`src/design/pado_defs.svh`:
```
// named constants of the pipelined converter output stage
// assumes inclusion by the package and by each design file that needs a figure
`ifndef PADO_DEFS_SVH
`define PADO_DEFS_SVH

// ==========================================
// word and pipeline shape
`define PADO_RES_BITS 10
`define PADO_STAGES 9
`define PADO_DIGIT_BITS 2
`define PADO_STAMP_BITS 5

// ==========================================
// quantizer thresholds, full scale is 1024 codes
`define PADO_QTR_FS 10'h100
`define PADO_3QTR_FS 10'h300
`define PADO_HALF_FS 11'h200
`define PADO_FULL_FS 11'h400
`define PADO_FLASH_SHIFT 8
`define PADO_DIGIT_ZERO 2'h0
`define PADO_DIGIT_MID 2'h1
`define PADO_DIGIT_HIGH 2'h2

// ==========================================
// timing in convert half cycles: 6.5 cycles is 13 sub-clock edges
`define PADO_LAT_HALF_CYCLES 5'h0D

// ==========================================
// buffering and synchronisers
`define PADO_FIFO_DEPTH 4
`define PADO_SYNC_STAGES 3

`endif

```
`src/design/pado_pkg.sv`:
```
// types shared by the converter output stage
// assumes pado_defs.svh is on the include path
`include "pado_defs.svh"

package pado_pkg;

  // ==========================================
  // one pipeline slot: residue and aligned stage digits
  typedef struct packed {
    logic valid;
    logic [`PADO_STAMP_BITS-1:0] stamp;
    logic [`PADO_RES_BITS-1:0] sample;
    logic [`PADO_RES_BITS-1:0] resid;
    logic [`PADO_STAGES*`PADO_DIGIT_BITS-1:0] digits;
  } pado_slot_t;

  // ==========================================
  // corrected word waiting for its output edge
  typedef struct packed {
    logic [`PADO_STAMP_BITS-1:0] stamp;
    logic [`PADO_RES_BITS-1:0] code;
  } pado_word_t;

  // ==========================================
  // static pin configuration
  typedef struct packed {
    logic msb_flip;
    logic float_out;
  } pado_cfg_t;

endpackage : pado_pkg

```
`src/design/pado_sync.sv`:
```
// three flip-flop synchroniser with agreement filter
// assumes a single clock and the released reset of the top
`timescale 1ns/1ns
`default_nettype none
`include "pado_defs.svh"

module pado_sync #(
  parameter int WIDTH = 1,
  parameter logic [WIDTH-1:0] RESET_VAL = '0
) (
  input wire logic sys_clk,
  input wire logic rst_n,
  input wire logic [WIDTH-1:0] async_in,
  output logic [WIDTH-1:0] level
);

  // ==========================================
  // chain
  logic [WIDTH-1:0] s1_ff;
  logic [WIDTH-1:0] s2_ff;
  logic [WIDTH-1:0] s3_ff;
  logic [WIDTH-1:0] level_ff;
  logic [WIDTH-1:0] nxt_level;

  initial
  begin
    if (WIDTH < 1)
      $error("pado_sync: WIDTH must be at least 1");
  end

  // a change counts only once stages two and three agree
  always_comb
  begin
    nxt_level = (s2_ff == s3_ff) ? s3_ff : level_ff;
  end

  always_ff @(posedge sys_clk or negedge rst_n)
  begin
    if (!rst_n)
    begin
      s1_ff <= RESET_VAL;
      s2_ff <= RESET_VAL;
      s3_ff <= RESET_VAL;
      level_ff <= RESET_VAL;
    end
    else
    begin
      s1_ff <= async_in;
      s2_ff <= s1_ff;
      s3_ff <= s2_ff;
      level_ff <= nxt_level;
    end
  end

  assign level = level_ff;

endmodule : pado_sync
`default_nettype wire

```
`src/design/pado_fifo.sv`:
```
// flip-flop fifo with valid and ready on both sides
// assumes one clock; out_data is valid whenever out_valid is high
`timescale 1ns/1ns
`default_nettype none

module pado_fifo #(
  parameter int WIDTH = 15,
  parameter int DEPTH = 4
) (
  input wire logic sys_clk,
  input wire logic rst_n,
  input wire logic in_valid,
  output logic in_ready,
  input wire logic [WIDTH-1:0] in_data,
  output logic out_valid,
  input wire logic out_ready,
  output logic [WIDTH-1:0] out_data
);

  localparam int AW = (DEPTH > 1) ? $clog2(DEPTH) : 1;

  // ==========================================
  // storage
  logic [WIDTH-1:0] mem_ff [DEPTH];
  logic [AW-1:0] wr_ff;
  logic [AW-1:0] rd_ff;
  logic [AW:0] cnt_ff;
  logic [AW-1:0] nxt_wr;
  logic [AW-1:0] nxt_rd;
  logic [AW:0] nxt_cnt;
  logic push;
  logic pop;

  initial
  begin
    if (DEPTH < 2 || (DEPTH & (DEPTH - 1)) != 0)
      $error("pado_fifo: DEPTH must be a power of two, at least 2");
  end

  always_comb
  begin
    in_ready = (cnt_ff != DEPTH[AW:0]);
    out_valid = (cnt_ff != '0);
    push = in_valid && in_ready;
    pop = out_valid && out_ready;
    nxt_wr = push ? wr_ff + 1'b1 : wr_ff;
    nxt_rd = pop ? rd_ff + 1'b1 : rd_ff;
    nxt_cnt = cnt_ff + {{AW{1'b0}}, push} - {{AW{1'b0}}, pop};
  end

  always_ff @(posedge sys_clk or negedge rst_n)
  begin
    if (!rst_n)
    begin
      wr_ff <= '0;
      rd_ff <= '0;
      cnt_ff <= '0;
    end
    else
    begin
      wr_ff <= nxt_wr;
      rd_ff <= nxt_rd;
      cnt_ff <= nxt_cnt;
    end
  end

  // data words need no reset
  always_ff @(posedge sys_clk)
  begin
    if (push)
      mem_ff[wr_ff] <= in_data;
  end

  assign out_data = mem_ff[rd_ff];
endmodule : pado_fifo
`default_nettype wire

```
`src/design/pado_top.sv`:
```
// digital side of a 10-bit pipelined sampling converter
// assumes capture logic drives the convert clock pin and latches data_out
// Summary of operation
// - word appears 6.5 convert cycles after sampling
// - non-overlapping track and hold phases per period
// - nine two-bit stages on double-rate sub-clock
// - per-stage delay lines align digits, then correction
// - coding select low gives straight offset binary
// - coding select high inverts the msb
// - float select high floats all data outputs
// - unconnected select pins read as low
`timescale 1ns/1ns
`default_nettype none
`include "pado_defs.svh"

module pado_top #(
  parameter int RES_BITS = `PADO_RES_BITS,
  parameter int STAGES = `PADO_STAGES,
  parameter int FIFO_DEPTH = `PADO_FIFO_DEPTH
) (
  input wire logic sys_clk,
  input wire logic reset_n,
  input wire logic conv_clk_pin,
  input wire logic [RES_BITS-1:0] ain_sample,
  input wire logic msb_flip_select,
  input wire logic float_select,
  output logic [RES_BITS-1:0] data_out,
  output logic data_oe_n,
  output logic track_phase,
  output logic hold_phase
);

  localparam int DW = `PADO_DIGIT_BITS;
  localparam int SW = `PADO_STAMP_BITS;
  localparam int WW = SW + RES_BITS;

  initial
  begin
    if (RES_BITS != `PADO_RES_BITS || STAGES != `PADO_STAGES)
      $error("pado_top: only a 10-bit word from nine stages is supported");
  end

  // ==========================================
  // reset release
  logic rst_a_ff;
  logic rst_n;

  always_ff @(posedge sys_clk or negedge reset_n)
  begin
    if (!reset_n)
    begin
      rst_a_ff <= 1'b0;
      rst_n <= 1'b0;
    end
    else
    begin
      rst_a_ff <= 1'b1;
      rst_n <= rst_a_ff;
    end
  end

  // ==========================================
  // pin synchronisers
  logic conv_lvl;
  logic [RES_BITS-1:0] ain_lvl;
  logic [1:0] sel_lvl;

  pado_sync #(.WIDTH(1), .RESET_VAL(1'b0)) u_sync_clk (
    .sys_clk(sys_clk),
    .rst_n(rst_n),
    .async_in(conv_clk_pin),
    .level(conv_lvl)
  );

  // analog value presented as a digital level; held while it settles
  pado_sync #(.WIDTH(RES_BITS), .RESET_VAL('0)) u_sync_ain (
    .sys_clk(sys_clk),
    .rst_n(rst_n),
    .async_in(ain_sample),
    .level(ain_lvl)
  );

  // reset value zero stands for the internal pull-downs
  pado_sync #(.WIDTH(2), .RESET_VAL(2'h0)) u_sync_sel (
    .sys_clk(sys_clk),
    .rst_n(rst_n),
    .async_in({msb_flip_select, float_select}),
    .level(sel_lvl)
  );

  // ==========================================
  // convert clock edges and two-phase switching
  logic conv_d_ff;
  logic track_ff;
  logic hold_ff;
  logic nxt_track;
  logic nxt_hold;
  logic rise_ev;
  logic fall_ev;
  logic sub_en;
  logic [SW-1:0] edge_cnt_ff;
  logic [SW-1:0] nxt_edge;

  always_comb
  begin
    rise_ev = conv_lvl && !conv_d_ff;
    fall_ev = !conv_lvl && conv_d_ff;
    sub_en = rise_ev || fall_ev;
    nxt_edge = sub_en ? edge_cnt_ff + 1'b1 : edge_cnt_ff;
    // one dead cycle after each edge keeps the phases apart
    nxt_track = !conv_lvl && !conv_d_ff;
    nxt_hold = conv_lvl && conv_d_ff;
  end

  always_ff @(posedge sys_clk or negedge rst_n)
  begin
    if (!rst_n)
    begin
      conv_d_ff <= 1'b0;
      track_ff <= 1'b0;
      hold_ff <= 1'b0;
      edge_cnt_ff <= '0;
    end
    else
    begin
      conv_d_ff <= conv_lvl;
      track_ff <= nxt_track;
      hold_ff <= nxt_hold;
      edge_cnt_ff <= nxt_edge;
    end
  end

  assign track_phase = track_ff;
  assign hold_phase = hold_ff;

  // ==========================================
  // stage arithmetic
  function automatic pado_pkg::pado_slot_t stage_step(input pado_pkg::pado_slot_t s, input int idx);
    pado_pkg::pado_slot_t r;
    logic [1:0] d;
    logic [RES_BITS:0] two_r;
    r = s;
    two_r = {s.resid, 1'b0};
    if (idx == STAGES - 1)
      d = s.resid[`PADO_FLASH_SHIFT +: DW];
    else if (s.resid < `PADO_QTR_FS)
      d = `PADO_DIGIT_ZERO;
    else if (s.resid < `PADO_3QTR_FS)
    begin
      d = `PADO_DIGIT_MID;
      two_r = two_r - `PADO_HALF_FS;
    end
    else
    begin
      d = `PADO_DIGIT_HIGH;
      two_r = two_r - `PADO_FULL_FS;
    end
    r.resid = two_r[RES_BITS-1:0];
    r.digits[idx*DW +: DW] = d;
    return r;
  endfunction : stage_step

  // overlapping digits summed: redundancy absorbs comparator slop
  function automatic logic [RES_BITS-1:0] correct(input logic [STAGES*DW-1:0] dg);
    logic [RES_BITS:0] acc;
    acc = '0;
    for (int i = 0; i < STAGES - 1; i++)
      acc = acc + ({{(RES_BITS-1){1'b0}}, dg[i*DW +: DW]} << (STAGES - 1 - i));
    acc = acc + {{(RES_BITS-1){1'b0}}, dg[(STAGES-1)*DW +: DW]};
    return acc[RES_BITS-1:0];
  endfunction : correct

  // ==========================================
  // sample slot and nine stage slots
  pado_pkg::pado_slot_t slot_ff [STAGES+1];
  pado_pkg::pado_slot_t nxt_slot [STAGES+1];
  logic [STAGES:0] slot_valid;
  logic fifo_in_ready;
  logic advance;

  // a full buffer freezes the pipeline rather than losing a word
  assign advance = sub_en && fifo_in_ready;

  always_comb
  begin
    nxt_slot[0] = slot_ff[0];
    if (advance)
    begin
      nxt_slot[0].valid = rise_ev;
      nxt_slot[0].stamp = nxt_edge;
      nxt_slot[0].sample = ain_lvl;
      nxt_slot[0].resid = ain_lvl;
      nxt_slot[0].digits = '0;
    end
  end

  genvar gi;
  generate
    for (gi = 1; gi <= STAGES; gi++)
    begin : g_stage
      always_comb
      begin
        nxt_slot[gi] = slot_ff[gi];
        if (advance)
          nxt_slot[gi] = stage_step(slot_ff[gi-1], gi - 1);
      end
    end
    for (gi = 0; gi <= STAGES; gi++)
    begin : g_valid
      assign slot_valid[gi] = slot_ff[gi].valid;
    end
  endgenerate

  always_ff @(posedge sys_clk or negedge rst_n)
  begin
    if (!rst_n)
    begin
      for (int i = 0; i <= STAGES; i++)
        slot_ff[i] <= '0;
    end
    else
    begin
      for (int i = 0; i <= STAGES; i++)
        slot_ff[i] <= nxt_slot[i];
    end
  end

  // ==========================================
  // correction and buffering
  pado_pkg::pado_word_t push_word;
  pado_pkg::pado_word_t head_word;
  logic push_valid;
  logic head_valid;
  logic head_take;

  always_comb
  begin
    push_valid = advance && slot_ff[STAGES].valid;
    push_word.stamp = slot_ff[STAGES].stamp;
    push_word.code = correct(slot_ff[STAGES].digits);
    // launch only on a falling edge, exactly 13 half cycles after sampling
    head_take = fall_ev && (SW'(nxt_edge - head_word.stamp) == `PADO_LAT_HALF_CYCLES);
  end

  pado_fifo #(.WIDTH(WW), .DEPTH(FIFO_DEPTH)) u_fifo (
    .sys_clk(sys_clk),
    .rst_n(rst_n),
    .in_valid(push_valid),
    .in_ready(fifo_in_ready),
    .in_data(push_word),
    .out_valid(head_valid),
    .out_ready(head_take),
    .out_data(head_word)
  );

  // ==========================================
  // static configuration, taken only while idle
  pado_pkg::pado_cfg_t cfg_ff;
  pado_pkg::pado_cfg_t nxt_cfg;
  logic busy;

  always_comb
  begin
    busy = (|slot_valid) || head_valid;
    nxt_cfg = cfg_ff;
    if (!busy)
    begin
      nxt_cfg.msb_flip = sel_lvl[1];
      nxt_cfg.float_out = sel_lvl[0];
    end
  end

  always_ff @(posedge sys_clk or negedge rst_n)
  begin
    if (!rst_n)
      cfg_ff <= '0;
    else
      cfg_ff <= nxt_cfg;
  end

  // ==========================================
  // output word
  logic [RES_BITS-1:0] data_ff;
  logic [RES_BITS-1:0] nxt_data;
  logic [SW-1:0] out_stamp_ff;
  logic [SW-1:0] nxt_out_stamp;
  logic out_upd_ff;
  logic head_pop;

  always_comb
  begin
    head_pop = head_take && head_valid;
    nxt_data = data_ff;
    nxt_out_stamp = out_stamp_ff;
    if (head_pop)
    begin
      nxt_out_stamp = head_word.stamp;
      nxt_data = head_word.code;
      if (cfg_ff.msb_flip)
        nxt_data[RES_BITS-1] = ~head_word.code[RES_BITS-1];
    end
  end

  always_ff @(posedge sys_clk or negedge rst_n)
  begin
    if (!rst_n)
    begin
      data_ff <= '0;
      out_stamp_ff <= '0;
      out_upd_ff <= 1'b0;
    end
    else
    begin
      data_ff <= nxt_data;
      out_stamp_ff <= nxt_out_stamp;
      out_upd_ff <= head_pop;
    end
  end

  assign data_out = data_ff;
  // test aid only, not for bus sharing
  assign data_oe_n = cfg_ff.float_out;
endmodule : pado_top
`default_nettype wire

```
`config.mk`:
```
export PLATFORM = sky130hd
export DESIGN_NAME = pado_top
export DESIGN_NICKNAME = d
export VERILOG_FILES = /design/src/design/pado_pkg.sv /design/src/design/pado_sync.sv /design/src/design/pado_fifo.sv /design/src/design/pado_top.sv
export VERILOG_INCLUDE_DIRS = /design/src /design/src/design
export SDC_FILE = /design/constraint.sdc
export NUM_CORES = 1
export LEC_CHECK = 0
export BUFFER_PORTS_ARGS = -buffer_cell sky130_fd_sc_hd__buf_2
export CAP_MARGIN = 25
export CORE_UTILIZATION = 50
export DETAILED_ROUTE_END_ITERATION = 10
export PLACE_DENSITY = 0.76
export SYNTH_ARGS = -nofsm -noshare
export SYNTH_HDL_FRONTEND = slang
export SYNTH_SLANG_ARGS = --single-unit
```
`constraint.sdc`:
```
create_clock -name sys_clk -period 8.95 [get_ports sys_clk]
set_input_delay 0.4475 -clock sys_clk [delete_from_list [all_inputs] [get_ports sys_clk]]
set_output_delay 0.4475 -clock sys_clk [all_outputs]
set_load 0.01 [all_outputs]
```
==> reports/results.tsv <==
stage	metric	value	unit
layout	Layout Nets	1312	
sta	setup TNS	0	ns
synthesis	Post-Synth Adder-Cell Area	0.0486	
floorplanning	Die Area	27800	µm²
synthesis	Yosys top cell area share	0.526	
floorplanning	# rows	59	
job	maxcap violations	0	
routing	DRC violation count after routing	2	
global_routing	GRT overflow	0	
clock_tree	Root Buffer Master	clkbuf_16	
critical_path	crit path max fanout	12	
global_routing	first-pass GRT wire length	37500	µm
clock_tree	CTS resizes	0	
sta	Finish-stage setup viols	0	
synthesis	Mapped Area	13500	µm²
pwr	switch share	0.307	
run_status	status	complete, but fails checks	
synthesis	mux contribution to synthesized area	0.0494	
sta	post-layout min period	4.20	ns
sta	Setup Skew	0.0150	ns
floorplanning	core region area	26400	µm²
floorplanning	Die Wd	167	µm
routing	DR vias/cell	4.96	
sta	RSZ-0062 raised after global routing	no	
global_routing	largest net degree at the start of global routing	135	
synthesis	Post-Synthesis Cells	1223	
layout	post-route cell area	15300	µm²
synthesis	Synth Flop Type	dfrtp_1	
layout	Fillers	2095	
floorplanning	Die H	167	µm
layout	commonest non-fill, non-tap cell in the layout	nand2_1	
global_routing	GRT Total Usage	0.162	
synthesis	leading area contributor after synthesis	dfrtp_1	
routing	Initial DRT Pass Iterations	8	
critical_path	nature of the critical path startpoint	register	
routing	Post-Route WL	21300	µm
pwr	Clk pwr share	0.314	
synthesis	syn avg cell area	11.1	µm²
min_path	Hold WC Path Type	input port to register	
placement	Detailed Place HPWL	12200	µm
pwr	register share of total power	0.461	
routing	drt first-iter violations	619	
sta	Peak Freq	0.238	GHz
sta	slew margin rel.	0.382	
synthesis	top cells by area, synth	dfrtp_1 (53%), nand2_1 (16%), edfxtp_1 (13%)	
run_status	failing checks	DRC	
sta	Final Max Tran Viols	0	
critical_path	Worst Path Required	9.34	ns
layout	layout cells sized above 1	0.103	
layout	commonest cells after routing, fill and taps aside	nand2_1 (576), dfrtp_1 (284), edfxtp_1 (60)	
synthesis	Compound-Gate Fraction of Synth Area	0.0189	
synthesis	post-synth cell types	38	
critical_path	critical path arrival	4.59	ns
clock_tree	CTS tree	done	
synthesis	Synth Register Bits	345	
placement	GPL Wtd Cong	0.829	
floorplanning	I/O Pins	28	
clock_tree	Num CTS Buffers	35	
routing	DR WL/cell	13.3	µm
pwr	Pleak	7.72	nW
placement	IO buf count	27	
global_routing	vias in the first global route	7931	
clock_tree	Worst-path clk slew	0.06	ns
critical_path	R2R setup slack	4.75	ns
clock_tree	clk_lat worst skew	0.51	ns
clock_tree	number of H-tree levels	2	
sta	Worst-Margin Slew	0.927	ns
global_routing	initial antenna violation count	0	
critical_path	CP Capture Type	register	
layout	Final Util	0.579	
layout	Area Growth Syn to Fin	12.7	%
synthesis	syn nets	1288	
synthesis	simple-gate area share of the yosys netlist	0.176	
clock_tree	Clock Sinks	345	
synthesis	post-synthesis sequential area ratio	0.659	
critical_path	critical path type	register to register	
routing	Antenna Nets Post-Route	0	
synthesis	yosys warns	0	
floorplanning	Initial Utilization	0.514	
placement	Placed Area	14000	µm²
synthesis	Synth Area in XOR/XNOR	0.0206	
layout	Antenna Cells	0	
pwr	Sw Pwr	1.44	mW
routing	vias post-DR	7967	
pwr	Peak supply drop	161	µV
pwr	internal power	3.26	mW
synthesis	Async SR Flop Fraction	0.826	
sta	Hold Violations, Final	0	
sta	crit share post-route	0.470	
synthesis	Post-synth EDFFs	60	
pwr	Gate power share	0.225	
clock_tree	clk buf depth	3	
pwr	PD cells	308	nW/µm²
synthesis	largest family of logic cells by synthesized area	simple AND/OR/NAND/NOR gates	
-- metal layers --
layer | share of wire | up-vias | track usage
li1 | - | 3942 | -
met1 | 0.46 | 3867 | 0.220
met2 | 0.48 | 119 | 0.269
met3 | 0.039 | 39 | 0.0295
met4 | 0.020 | 0 | 0.0487
met5 | 0 | - | 0
-- power by group through the flow --
stage / Sequential [mW] / Combinational (mW) / Clock (mW)
2_1_floorplan: 2.16 / 0.816 / 0
3_3_place_gp: 2.18 / 0.987 / 0
3_5_place_dp: 2.20 / 1.03 / 0
4_1_cts: 2.17 / 1.04 / 1.51
5_1_grt: 2.21 / 1.22 / 1.57
6_report: 2.17 / 1.06 / 1.47
-- sequential cells by signal (all words and copies together) (netlist names), 2 cells and up --
signal            flops
u_fifo.rd_ff          2
u_sync_ain.s3_ff     10
u_fifo.mem_ff        60
u_sync_ain.level     10
data_out             10
u_fifo.wr_ff          2
u_fifo.cnt_ff         3
u_sync_sel.s3_ff      2
u_sync_sel.level      2
u_sync_ain.s2_ff     10
u_sync_ain.s1_ff     10
u_sync_sel.s1_ff      2
u_sync_sel.s2_ff      2
slot_ff             199
edge_cnt_ff           5
push_word             5
-- final cells by class --
| class | instances | area [µm²] | share of cell area |
|---|---|---|---|
| Clock buffer | 53 | 1140 | 0.0745 |
| Tap cell | 335 | 419 | 0.0275 |
| Clock inverter | 7 | 58.8 | 0.00385 |
| Multi-Input combinational cell | 790 | 4270 | 0.279 |
| Sequential cell | 345 | 8940 | 0.585 |
| Timing Repair Buffer | 38 | 313 | 0.0205 |
| Inverter | 37 | 139 | 0.00910 |
-- per-stage QoR --
step / hold slack (ns) / setup WS [ns] / cells / total power [mW]
6_report: 0.0416 / 4.75 / 1605 / 4.70
4_1_cts: 0.0207 / 4.71 / 1601 / 4.73
5_1_grt: 0.0243 / 4.42 / 1605 / 5.00
3_5_place_dp: 0.235 / 4.75 / 1540 / 3.23
2_1_floorplan: 0.152 / 0.419 / 1223 / 2.98
3_3_place_gp: 0.234 / 4.94 / 1540 / 3.17
-- cells in the mapped netlist (2+ instances only) --
cell type,n
fa_1,3
nand3_1,2
xor2_1,14
buf_2,3
mux2i_1,2
buf_1,3
nor3_1,7
xnor2_1,16
nor4_1,4
edfxtp_1,60
a211oi_1,4
dfrtp_1,285
ha_1,47
o21ai_0,26
mux2_2,14
nand2_1,577
a21o_1,2
and3_1,4
clkbuf_1,43
nor2_1,15
inv_1,37
mux2_4,9
nor2b_1,3
nand2b_1,2
mux4_1,5
a21oi_1,13
nand4_1,3
mux4_2,10
-- critical path: stages (launching register included) --
cell     delay [ns]
dfrtp_1        0.42
inv_1          0.09
ha_1           0.47
xor2_1         0.23
inv_1          0.07
ha_1           0.22
fa_1           0.42
xor2_1         0.18
nor3_1         0.26
nand2_1        0.11
nor3_1         0.15
mux2_4         0.32
ha_1           0.26
inv_1          0.06
ha_1           0.14
inv_1          0.05
fa_1           0.38
xnor2_1        0.15
xnor2_1        0.12
-- kinds of logic after synthesis --
logic type	Yosys count
AND/OR/NAND/NOR	620
other	1
XOR/XNOR	31
AO/OA/AOI/OAI	47
adder cells (fa/ha/maj)	51
flip-flops	345
multiplexers	40
buffers and inverters	88
-- timing repair --
| item | 4_1_cts | 5_1_grt |
|---|---|---|
| hold buffers | 1 | 0 |
| setup buffers | 0 | 0 |
| hold endpoints to repair | 2 | 0 |
-- worst paths after layout --
check | end | depth (start not counted) | from
max in group asynchronous | u_sync_sel.s3_ff[0] | 3 | rst_n
hold reg to reg | slot_ff[182] | 0 | rst_n
min in group asynchronous | slot_ff[182] | 0 | rst_n
setup reg to reg | u_fifo.cnt_ff[2] | 18 | u_sync_clk.level
setup / recovery | u_fifo.cnt_ff[2] | 18 | u_sync_clk.level
hold / removal | u_sync_ain.s1_ff[8] | 1 | ain_sample[8]
Power figures use the tool's default switching activity.
